## src/hw/asp_pkg.sv

```systemverilog
/*
 Constants, register map and state encodings for the asynchronous serial port core.
 Assumes a 16-bit register set reached on a 32-bit word-aligned plain port.
*/
package asp_pkg;
  localparam int unsigned ADDR_W = 5;
  localparam int unsigned DIV_W = 13;
  localparam logic [4:0] OFF_BAUD = 5'h00;
  localparam logic [4:0] OFF_OPT = 5'h04;
  localparam logic [4:0] OFF_STAT = 5'h08;
  localparam logic [4:0] OFF_DATA = 5'h0c;
  localparam logic [4:0] OFF_LONG = 5'h10;
  localparam logic [4:0] OFF_PIN = 5'h14;
  // option_control fields
  localparam int unsigned OPT_BRK = 0;
  localparam int unsigned OPT_RWU = 1;
  localparam int unsigned OPT_RXEN = 2;
  localparam int unsigned OPT_TXEN = 3;
  localparam int unsigned OPT_NINE = 8;
  localparam int unsigned OPT_PODD = 9;
  localparam int unsigned OPT_PEN = 10;
  localparam logic [15:0] OPT_MASK = 16'h070f;
  // serial_status fields
  localparam int unsigned ST_PF = 0;
  localparam int unsigned ST_FE = 1;
  localparam int unsigned ST_NF = 2;
  localparam int unsigned ST_OR = 3;
  localparam int unsigned ST_RDRF = 6;
  localparam int unsigned ST_TC = 7;
  localparam int unsigned ST_TRANSMIT_EMPTY_FLAG = 8;
  localparam logic [8:0] ST_MASK = 9'h1cf;
  localparam logic [8:0] ST_TXBITS = 9'h180;
  // pin_assignment_register fields
  localparam int unsigned PIN_VAL = 0;
  localparam int unsigned PIN_DIR = 1;
  localparam int unsigned PIN_IN = 2;
  // Reset values
  localparam logic [12:0] BAUD_RST = 13'h0000;
  localparam logic [15:0] OPT_RST = 16'h0000;
  localparam logic [8:0] ST_RST = 9'h180;
  localparam logic [1:0] PIN_RST = 2'h0;
  // Timing in system clocks and sample ticks
  localparam int unsigned CLK_PER_TICK = 2;
  localparam int unsigned OVERSAMPLE = 16;
  localparam logic [3:0] PH_LAST = 4'(OVERSAMPLE - 1);
  localparam logic [3:0] PH_S0 = 4'h7;
  localparam logic [3:0] PH_S2 = 4'h9;
  localparam logic [1:0] START_HIGH_MIN = 2'h3;
  localparam logic [3:0] LEN_SHORT = 4'ha;
  localparam logic [3:0] LEN_LONG = 4'hb;

  typedef enum logic [1:0] {
    ASP_RX_IDLE = 2'b00,
    ASP_RX_START = 2'b01,
    ASP_RX_DATA = 2'b10,
    ASP_RX_STOP = 2'b11
  } asp_rx_state_t;
endpackage

```

## src/hw/asp_core.sv

```systemverilog
/*
 Asynchronous NRZ serial port: registers, flag clearing, transmitter and 16x receiver.
 Assumes a plain register port on mclk_i; rxd_i and txd_i are asynchronous pins.
*/
`timescale 1ns/1ps
`default_nettype none
module asp_core (
  input wire logic mclk_i,
  input wire logic rst_b_i,
  input wire logic [asp_pkg::ADDR_W-1:0] addr_i,
  input wire logic [31:0] wdata_i,
  input wire logic wr_i,
  input wire logic rd_i,
  output logic [31:0] rdata_o,
  input wire logic rxd_i,
  input wire logic txd_i,
  output logic txd_o,
  output logic txd_oe_o
);
  logic [12:0] baud_q;
  logic [15:0] opt_q;
  logic [8:0] stat_q;
  logic [8:0] arm_q;
  logic [1:0] pin_q;
  logic [8:0] rdr_q;
  logic [8:0] tdr_q;
  logic tick;
  logic nine, pen, podd, rx_en, tx_en;

  assign nine = opt_q[asp_pkg::OPT_NINE];
  assign pen = opt_q[asp_pkg::OPT_PEN];
  assign podd = opt_q[asp_pkg::OPT_PODD];
  assign rx_en = opt_q[asp_pkg::OPT_RXEN];
  assign tx_en = opt_q[asp_pkg::OPT_TXEN];

  asp_baud_gen #(.DIV_W(asp_pkg::DIV_W)) u_baud (
    .mclk_i(mclk_i),
    .rst_b_i(rst_b_i),
    .div_i(baud_q),
    .tick_o(tick)
  );

  // Pin synchronisers
  logic rxd_s1_q, rxd_s2_q, txi_s1_q, txi_s2_q;
  always_ff @(posedge mclk_i or negedge rst_b_i) begin
    if (!rst_b_i) begin
      rxd_s1_q <= 1'b1;
      rxd_s2_q <= 1'b1;
      txi_s1_q <= 1'b1;
      txi_s2_q <= 1'b1;
    end else begin
      rxd_s1_q <= rxd_i;
      rxd_s2_q <= rxd_s1_q;
      txi_s1_q <= txd_i;
      txi_s2_q <= txi_s1_q;
    end
  end

  // Bus decode
  logic wr_baud, wr_opt, wr_data, wr_pin, rd_stat, rd_data, rd_long;
  assign wr_baud = wr_i && addr_i == asp_pkg::OFF_BAUD;
  assign wr_opt = wr_i && addr_i == asp_pkg::OFF_OPT;
  assign wr_data = wr_i && addr_i == asp_pkg::OFF_DATA;
  assign wr_pin = wr_i && addr_i == asp_pkg::OFF_PIN;
  assign rd_stat = rd_i && addr_i == asp_pkg::OFF_STAT;
  assign rd_data = rd_i && addr_i == asp_pkg::OFF_DATA;
  assign rd_long = rd_i && addr_i == asp_pkg::OFF_LONG;

  // ---------------- Receiver ----------------
  asp_pkg::asp_rx_state_t rx_st_q;
  logic [3:0] ph_q;
  logic [3:0] rbit_q;
  logic [8:0] rsh_q;
  logic [1:0] hi_q;
  logic [2:0] smp_q;
  logic prev_q;
  logic noise_q;
  logic bit_val, bit_noisy, rx_done, rx_fe;
  logic [2:0] smp_all;
  logic [8:0] rx_word;
  logic rx_msb;

  assign smp_all = {rxd_s2_q, smp_q[1:0]};
  assign bit_val = (smp_all[0] & smp_all[1]) | (smp_all[0] & smp_all[2]) | (smp_all[1] & smp_all[2]);
  assign bit_noisy = !(&smp_all) && (|smp_all);
  assign rx_word = nine ? rsh_q : {1'b0, rsh_q[8:1]};
  assign rx_msb = nine ? rx_word[8] : rx_word[7];
  assign rx_done = tick && rx_st_q == asp_pkg::ASP_RX_STOP && ph_q == asp_pkg::PH_S2;
  assign rx_fe = !bit_val;

  always_ff @(posedge mclk_i or negedge rst_b_i) begin
    if (!rst_b_i) begin
      rx_st_q <= asp_pkg::ASP_RX_IDLE;
      ph_q <= '0;
      rbit_q <= '0;
      rsh_q <= '0;
      hi_q <= '0;
      smp_q <= '0;
      prev_q <= 1'b1;
      noise_q <= 1'b0;
    end else if (!rx_en) begin
      rx_st_q <= asp_pkg::ASP_RX_IDLE;
      hi_q <= '0;
      prev_q <= 1'b1;
    end else if (tick) begin
      prev_q <= rxd_s2_q;
      if (ph_q >= asp_pkg::PH_S0 && ph_q < asp_pkg::PH_S2) begin
        smp_q <= {smp_q[1:0], rxd_s2_q};
      end
      case (rx_st_q)
        asp_pkg::ASP_RX_IDLE: begin
          if (rxd_s2_q) begin
            hi_q <= (hi_q == asp_pkg::START_HIGH_MIN) ? hi_q : hi_q + 2'h1;
          end else begin
            hi_q <= '0;
            if (prev_q && hi_q == asp_pkg::START_HIGH_MIN) begin
              rx_st_q <= asp_pkg::ASP_RX_START;
              ph_q <= 4'h1;
              noise_q <= 1'b0;
            end
          end
        end
        default: begin
          // Realign on an edge seen away from the sampling window
          if (rxd_s2_q != prev_q && (ph_q < 4'h5 || ph_q > 4'hb)) begin
            ph_q <= 4'h1;
          end else begin
            ph_q <= (ph_q == asp_pkg::PH_LAST) ? 4'h0 : ph_q + 4'h1;
          end
          if (ph_q == asp_pkg::PH_S2) begin
            noise_q <= noise_q | bit_noisy;
            case (rx_st_q)
              asp_pkg::ASP_RX_START: begin
                if (bit_val) begin
                  rx_st_q <= asp_pkg::ASP_RX_IDLE;
                  hi_q <= '0;
                end else begin
                  rx_st_q <= asp_pkg::ASP_RX_DATA;
                  rbit_q <= '0;
                end
              end
              asp_pkg::ASP_RX_DATA: begin
                rsh_q <= {bit_val, rsh_q[8:1]};
                rbit_q <= rbit_q + 4'h1;
                if (rbit_q == (nine ? 4'h8 : 4'h7)) begin
                  rx_st_q <= asp_pkg::ASP_RX_STOP;
                end
              end
              default: begin
                rx_st_q <= asp_pkg::ASP_RX_IDLE;
                hi_q <= bit_val ? asp_pkg::START_HIGH_MIN : 2'h0;
              end
            endcase
          end
        end
      endcase
    end
  end

  // Wakeup: frames are dropped until one arrives with its top bit set
  logic rx_accept, rwu_clr;
  assign rwu_clr = rx_done && opt_q[asp_pkg::OPT_RWU] && rx_msb;
  assign rx_accept = rx_done && (!opt_q[asp_pkg::OPT_RWU] || rx_msb);

  // ---------------- Transmitter ----------------
  logic [10:0] tsh_q;
  logic [3:0] tcnt_q;
  logic [3:0] tph_q;
  logic tx_on_q;
  logic pre_q;
  logic txen_prev_q;
  logic bit_end, slot_free, load_pre, load_brk, load_dat, tx_quiet;
  logic [8:0] tx_field;
  logic par_bit;

  assign bit_end = tick && tph_q == asp_pkg::PH_LAST;
  assign slot_free = tick && tcnt_q == '0 && tx_on_q;
  assign load_pre = slot_free && tx_en && pre_q;
  assign load_brk = slot_free && tx_en && !pre_q && opt_q[asp_pkg::OPT_BRK];
  assign load_dat = slot_free && tx_en && !pre_q && !opt_q[asp_pkg::OPT_BRK] && !stat_q[asp_pkg::ST_TRANSMIT_EMPTY_FLAG];
  assign tx_quiet = slot_free && !load_pre && !load_brk && !load_dat;
  // Parity over the data bits below the top position
  assign par_bit = podd ^ (nine ? ^tdr_q[7:0] : ^tdr_q[6:0]);
  always_comb begin
    if (nine) begin
      tx_field = {pen ? par_bit : tdr_q[8], tdr_q[7:0]};
    end else begin
      tx_field = {1'b1, pen ? par_bit : tdr_q[7], tdr_q[6:0]};
    end
  end

  always_ff @(posedge mclk_i or negedge rst_b_i) begin
    if (!rst_b_i) begin
      tsh_q <= '1;
      tcnt_q <= '0;
      tph_q <= '0;
      tx_on_q <= 1'b0;
      pre_q <= 1'b0;
      txen_prev_q <= 1'b0;
    end else begin
      txen_prev_q <= tx_en;
      if (tx_en && !txen_prev_q) begin
        tx_on_q <= 1'b1;
        pre_q <= 1'b1;
      end else if (load_pre) begin
        pre_q <= 1'b0;
      end
      if (load_pre) begin
        tsh_q <= '1;
      end else if (load_brk) begin
        tsh_q <= '0;
      end else if (load_dat) begin
        tsh_q <= {1'b1, tx_field, 1'b0};
      end else if (bit_end && tcnt_q != '0) begin
        tsh_q <= {1'b1, tsh_q[10:1]};
      end
      if (load_pre || load_brk || load_dat) begin
        tcnt_q <= nine ? asp_pkg::LEN_LONG : asp_pkg::LEN_SHORT;
        tph_q <= '0;
      end else if (tick && tcnt_q != '0) begin
        tph_q <= (tph_q == asp_pkg::PH_LAST) ? 4'h0 : tph_q + 4'h1;
        if (bit_end) begin
          tcnt_q <= tcnt_q - 4'h1;
        end
      end
      if (tx_quiet && !tx_en) begin
        tx_on_q <= 1'b0;
      end
    end
  end

  // Pin steering
  assign txd_o = (tx_on_q || tx_en) ? (tcnt_q == '0 ? 1'b1 : tsh_q[0]) : pin_q[asp_pkg::PIN_VAL];
  assign txd_oe_o = tx_on_q | tx_en | pin_q[asp_pkg::PIN_DIR];

  // ---------------- Status flags ----------------
  logic [8:0] st_set, st_clr;
  always_comb begin
    st_set = '0;
    st_set[asp_pkg::ST_TRANSMIT_EMPTY_FLAG] = load_dat;
    st_set[asp_pkg::ST_TC] = tx_quiet && !opt_q[asp_pkg::OPT_BRK];
    if (rx_accept) begin
      if (stat_q[asp_pkg::ST_RDRF]) begin
        st_set[asp_pkg::ST_OR] = 1'b1;
      end else begin
        st_set[asp_pkg::ST_RDRF] = 1'b1;
        st_set[asp_pkg::ST_FE] = rx_fe;
        st_set[asp_pkg::ST_NF] = noise_q | bit_noisy;
        st_set[asp_pkg::ST_PF] = pen && ((^rx_word) != podd);
      end
    end
    st_clr = '0;
    if (rd_data || wr_data) begin
      st_clr = arm_q;
    end
    if (rd_long) begin
      st_clr = stat_q & ~asp_pkg::ST_TXBITS;
    end
  end

  always_ff @(posedge mclk_i or negedge rst_b_i) begin
    if (!rst_b_i) begin
      stat_q <= asp_pkg::ST_RST;
    end else begin
      // New events win over a clear in the same cycle
      stat_q <= ((stat_q & ~st_clr) | st_set) & asp_pkg::ST_MASK;
    end
  end

  always_ff @(posedge mclk_i or negedge rst_b_i) begin
    if (!rst_b_i) begin
      arm_q <= '0;
    end else if (rd_stat) begin
      arm_q <= stat_q;
    end else if (rd_data || wr_data || rd_long) begin
      arm_q <= '0;
    end
  end

  // ---------------- Data holding registers ----------------
  always_ff @(posedge mclk_i or negedge rst_b_i) begin
    if (!rst_b_i) begin
      rdr_q <= '0;
    end else if (rx_accept && !stat_q[asp_pkg::ST_RDRF]) begin
      rdr_q <= rx_word;
    end
  end

  always_ff @(posedge mclk_i or negedge rst_b_i) begin
    if (!rst_b_i) begin
      tdr_q <= '0;
    end else if (wr_data) begin
      tdr_q <= nine ? wdata_i[8:0] : {1'b0, wdata_i[7:0]};
    end
  end

  // ---------------- Control registers ----------------
  always_ff @(posedge mclk_i or negedge rst_b_i) begin
    if (!rst_b_i) begin
      baud_q <= asp_pkg::BAUD_RST;
    end else if (wr_baud) begin
      baud_q <= wdata_i[12:0];
    end
  end

  always_ff @(posedge mclk_i or negedge rst_b_i) begin
    if (!rst_b_i) begin
      opt_q <= asp_pkg::OPT_RST;
    end else if (wr_opt) begin
      opt_q <= wdata_i[15:0] & asp_pkg::OPT_MASK;
    end else if (rwu_clr) begin
      opt_q[asp_pkg::OPT_RWU] <= 1'b0;
    end
  end

  always_ff @(posedge mclk_i or negedge rst_b_i) begin
    if (!rst_b_i) begin
      pin_q <= asp_pkg::PIN_RST;
    end else if (wr_pin) begin
      pin_q <= wdata_i[1:0];
    end
  end

  // ---------------- Read data ----------------
  always_ff @(posedge mclk_i or negedge rst_b_i) begin
    if (!rst_b_i) begin
      rdata_o <= '0;
    end else if (rd_i) begin
      case (addr_i)
        asp_pkg::OFF_BAUD: rdata_o <= {19'h0, baud_q};
        asp_pkg::OFF_OPT: rdata_o <= {16'h0, opt_q};
        asp_pkg::OFF_STAT: rdata_o <= {23'h0, stat_q};
        asp_pkg::OFF_DATA: rdata_o <= {23'h0, rdr_q};
        asp_pkg::OFF_LONG: rdata_o <= {7'h0, stat_q, 7'h0, rdr_q};
        asp_pkg::OFF_PIN: rdata_o <= {29'h0, txi_s2_q, pin_q};
        default: rdata_o <= '0;
      endcase
    end else begin
      rdata_o <= '0;
    end
  end
endmodule // asp_core
`default_nettype wire

```

## src/hw/asp_baud_gen.sv

```systemverilog
/*
 Rate divider producing the 16x receive sampling tick.
 Assumes one system clock; a zero divider stops the generator.
*/
`timescale 1ns/1ps
`default_nettype none
module asp_baud_gen #(
  parameter int unsigned DIV_W = 13
) (
  input wire logic mclk_i,
  input wire logic rst_b_i,
  input wire logic [DIV_W-1:0] div_i,
  output logic tick_o
);
  logic [DIV_W:0] cnt_q;
  logic [DIV_W:0] limit;

  // One tick every 2*div clocks: bit rate = clk / (32*div)
  assign limit = (DIV_W+1)'(asp_pkg::CLK_PER_TICK) * {1'b0, div_i} - (DIV_W+1)'(1);

  always_ff @(posedge mclk_i or negedge rst_b_i) begin
    if (!rst_b_i) begin
      cnt_q <= '0;
      tick_o <= 1'b0;
    end else if (div_i == '0) begin
      cnt_q <= '0;
      tick_o <= 1'b0;
    end else if (cnt_q >= limit) begin
      cnt_q <= '0;
      tick_o <= 1'b1;
    end else begin
      cnt_q <= cnt_q + (DIV_W+1)'(1);
      tick_o <= 1'b0;
    end
  end
endmodule // asp_baud_gen
`default_nettype wire

```

## config.mk

```make
export PLATFORM = sky130hd
export DESIGN_NAME = asp_core
export DESIGN_NICKNAME = d
export VERILOG_FILES = /design/src/hw/asp_pkg.sv /design/src/hw/asp_core.sv /design/src/hw/asp_baud_gen.sv
export SDC_FILE = /design/constraint.sdc
export NUM_CORES = 1
export LEC_CHECK = 0
export BUFFER_PORTS_ARGS = -buffer_cell sky130_fd_sc_hd__buf_4
export CORE_ASPECT_RATIO = 1.75
export CORE_UTILIZATION = 55
export DETAILED_ROUTE_END_ITERATION = 10
export GPL_TIMING_DRIVEN = 1
export PLACE_DENSITY = 0.78
export SETUP_SLACK_MARGIN = 0.3
export SYNTH_ARGS = -nofsm -noshare
export SYNTH_HDL_FRONTEND = slang
export SYNTH_SLANG_ARGS = --single-unit
```

## constraint.sdc

```tcl
create_clock -name mclk_i -period 3.5 [get_ports mclk_i]
set_input_delay 0.7 -clock mclk_i [delete_from_list [all_inputs] [get_ports mclk_i]]
set_output_delay 0.7 -clock mclk_i [all_outputs]
set_load 0.01 [all_outputs]
```

==> impl_results.md <==
* Vias/cell at 5.85
* Worst VDD drop at 0.323 mV
* Post-synth top area share at 0.419
* Ys async rst share at 1.00
* Vias in the first global route at 5509
* GRT Overall Usage at 0.255
* Reg2reg setup slack at 410 ps
* Fraction of layout cells with a size suffix above 1 at 0.205
* Number of hold violations in the final report at 0
* CTS Hold Bufs at 0
* Final worst slack at 409 ps
* Unrepaired setup endpoints after global routing: no
* Final #Nets at 805
* Worst path required time at 3790 ps
* Commonest non-fill, non-tap cell in the layout: dfrtp_1
* ANT cells at 0
* Finished Core Util at 0.639
* Pwr Density at 562 nW/µm²
* Post-route ant nets at 0
* Core area at 12900 µm²
* Remaining DRCs at 0
* Minimum clock period at 3090 ps
* Clock power frac at 0.364
* CP startpoint kind: register
* CTS root buffer: clkbuf_16
* 1st-iter DRT viols at 318
* Setup bufs post-CTS at 0
* Crit Path Max Fanout at 6
* Post-synth EDFFs at 0
* Ys flop type: dfrtp_1
* Synthesized area at 7280 µm²
* Sequential share of the synthesized area at 0.484
* Crit share post-route at 0.883
* Clock skew at 6.63 ps
* Critical Path Sink Type: register
* CTS Buf Count at 17
* Kind of cell adding the most delay to the critical path: compound AO/OA/AOI/OAI gates
* First-pass DRT Iterations at 5
* Die Y at 154 µm
* Gr ovfl total at 0
* Die X at 89.0 µm
* Global-route wire length before repair at 26400 µm
* R2R depth at 11
* Pleak at 0.00371 µW
* Sw power at 1390 µW
* Post-Route WL at 16400 µm
* Port buffer count at 45
* Fmax at 323 MHz
* Fin Hold WS at 326 ps
* CTS tree: yes
* Gpl congestion at 0.865
* Worst-path cell chain: inv_1 > ha_1 > nand3_1 > nor2b_1 > xnor2_1 > ha_1 > a21o_1 > a21o_1 > a221oi_1 > o21ai_0 > and2_1
* # setup viols final at 0
* Synth cell types at 65
* Sw frac at 0.299
* Clock Tree Buf Depth at 2
* TNS Setup at 0 ps
* Yosys top cell by area: dfrtp_1
* Total power at 4650 µW
* Initial Util at 0.563
* Avg Cell Area, Syn at 10.5 µm²
* Critical path type: reg -> reg
* Area Overhead vs Synth at 13.6%
* Yosys warnings at 0
* Final HPWL DP at 11600 µm
* # clock sinks at 140
* Via count at 5376
* Fillers at 1030
* Top cells by area, synth: dfrtp_1 42%, dfstp_2 6.5%, mux2_2 6.3%
* Reg-to-reg endpoint: u_baud.tick_o
* Ports at 77
* Synthesis-stage register bit count at 140
* WL/cell at 17.9 µm
* Power share of the combinational group at 0.190
* Gate Count Post-Synth at 694
* Initial antenna violation count at 0
* Clk slew on worst S/H paths at 60 ps
* HP Class: in -> async
* Slowest stage cell on the critical path: a221oi_1
* Post-place setup slack at 448 ps
* Critical Path AT at 3380 ps
* Pins over their slew limit at 0
* Clk_lat worst skew at 420 ps
* Pint at 3260 µW
* Max_slew headroom at 0.490
* H-tree Lvls at 4
* Crit path largest cell delay at 510 ps
* Largest net degree at the start of global routing at 84
* Reg power frac at 0.446
* Max Cap Viol at 0
* Most frequent cells in the layout: 122 x dfrtp_1, 70 x nor2_1, 51 x nand2_1, 46 x buf_4, 41 x mux2_2
* Worst-margin pin slew at 764 ps
* Reg-to-reg critical path startpoint: baud_q[0]
* Worst Path Buf+Inv at 1
* Placement Rows at 55
* Die Area at 13700 µm²
* Status: finished clean
## metal layers
metal / routed length [µm] / track usage
met5: 0 / 0
met4: 916 / 0.153
met3: 552 / 0.0544
met2: 8930 / 0.462
met1: 6030 / 0.259
## kinds of logic after synthesis
logic type	count (synthesis)	share of synthesized area
AOI/OAI and AO/OA	124	0.119
xor gates and xnor gates	43	0.0517
adders and majority gates	28	0.0478
buffers and inverters	60	0.0421
DFF	140	0.484
muxes	62	0.0923
other	1	0.000515
and+or+nand+nor	236	0.162
## synthesized netlist by cell type (all sizes together), types with 2 or more instances
cell,n
ha,27
o2111ai,7
nor4,7
or2,3
o211ai,2
buf,23
a22oi,11
nand4,4
nor2,73
mux2,41
a21boi,2
clkbuf,14
and2,9
xor2,13
nand3,22
mux2i,21
or3,3
nor2b,20
a31o,2
a22o,11
and3,10
o21ai,27
dfstp,18
o31ai,3
o221ai,2
a221oi,4
nand2b,6
nor3b,2
o21a,8
nand2,51
inv,23
a32o,3
nand4b,2
or3b,2
a21o,7
nor3,16
dfrtp,122
xnor2,30
a211oi,2
a31oi,5
nand3b,4
a21oi,22
## layout make-up
class                      count  area (µm²)  share of cell area
clock buffer                  21         460              0.0557
timing repair buffer          48         377              0.0455
tap                          171         214              0.0259
sequential                   140        3530               0.426
clock inverter                11        95.1              0.0115
multi-input combinational    505        3510               0.425
inverter                      23        86.3              0.0104
## flip-flops by register name, summed over array words and instances, names as in the netlist, 2 cells and up
name / flops
rsh_q: 9
tdr_q: 9
tcnt_q: 4
ph_q: 4
tsh_q: 11
rx_st_q: 2
smp_q: 2
rdata_o: 20
pin_q: 2
baud_q: 13
tph_q: 4
stat_q: 7
rbit_q: 4
opt_q: 7
rdr_q: 9
hi_q: 2
arm_q: 7
u_baud.cnt_q: 14
## stage by stage
stage / cells / cell area [µm²]
finish: 919 / 8270
global route: 919 / 8270
CTS: 919 / 8250
detailed placement: 887 / 7700
global placement: 887 / 7700
floorplan: 705 / 7320
## how the worst max path moves through the flow
stage,start,end,slack (ps),cells past startpoint
global placement,baud_q[0],u_baud.cnt_q[2],550,10
floorplan,baud_q[0],u_baud.cnt_q[9],920,11
detailed placement,baud_q[0],u_baud.cnt_q[11],450,10
finish,baud_q[0],u_baud.tick_o,410,11
global route,baud_q[0],u_baud.tick_o,260,10
CTS,baud_q[0],u_baud.cnt_q[11],460,10
## worst reg2reg max path, delay by kind of cell (launching register included)
| family | cells | cell delay [ps] |
|---|---|---|
| adder cells (fa/ha/maj) | 2 | 490 |
| buffers and inverters | 1 | 90 |
| AO/OA/AOI/OAI | 4 | 1110 |
| AND/OR/NAND/NOR | 3 | 650 |
| XOR/XNOR | 1 | 170 |
| flip-flops | 1 | 450 |
## timing repair
item                                   CTS  global route
gates resized for setup                  0             2
setup endpoints to repair                0            14
endpoints found under the hold margin    0             0
## power by group through the flow
stage | clock network (µW) | logic, µW | registers [µW]
CTS | 1720 | 880 | 2070
detailed placement | 0 | 869 | 2090
floorplan | 0 | 710 | 1990
global placement | 0 | 826 | 2080
global route | 1780 | 1000 | 2100
finish | 1690 | 885 | 2070
Note: power is estimated with default switching activity, not from simulation.
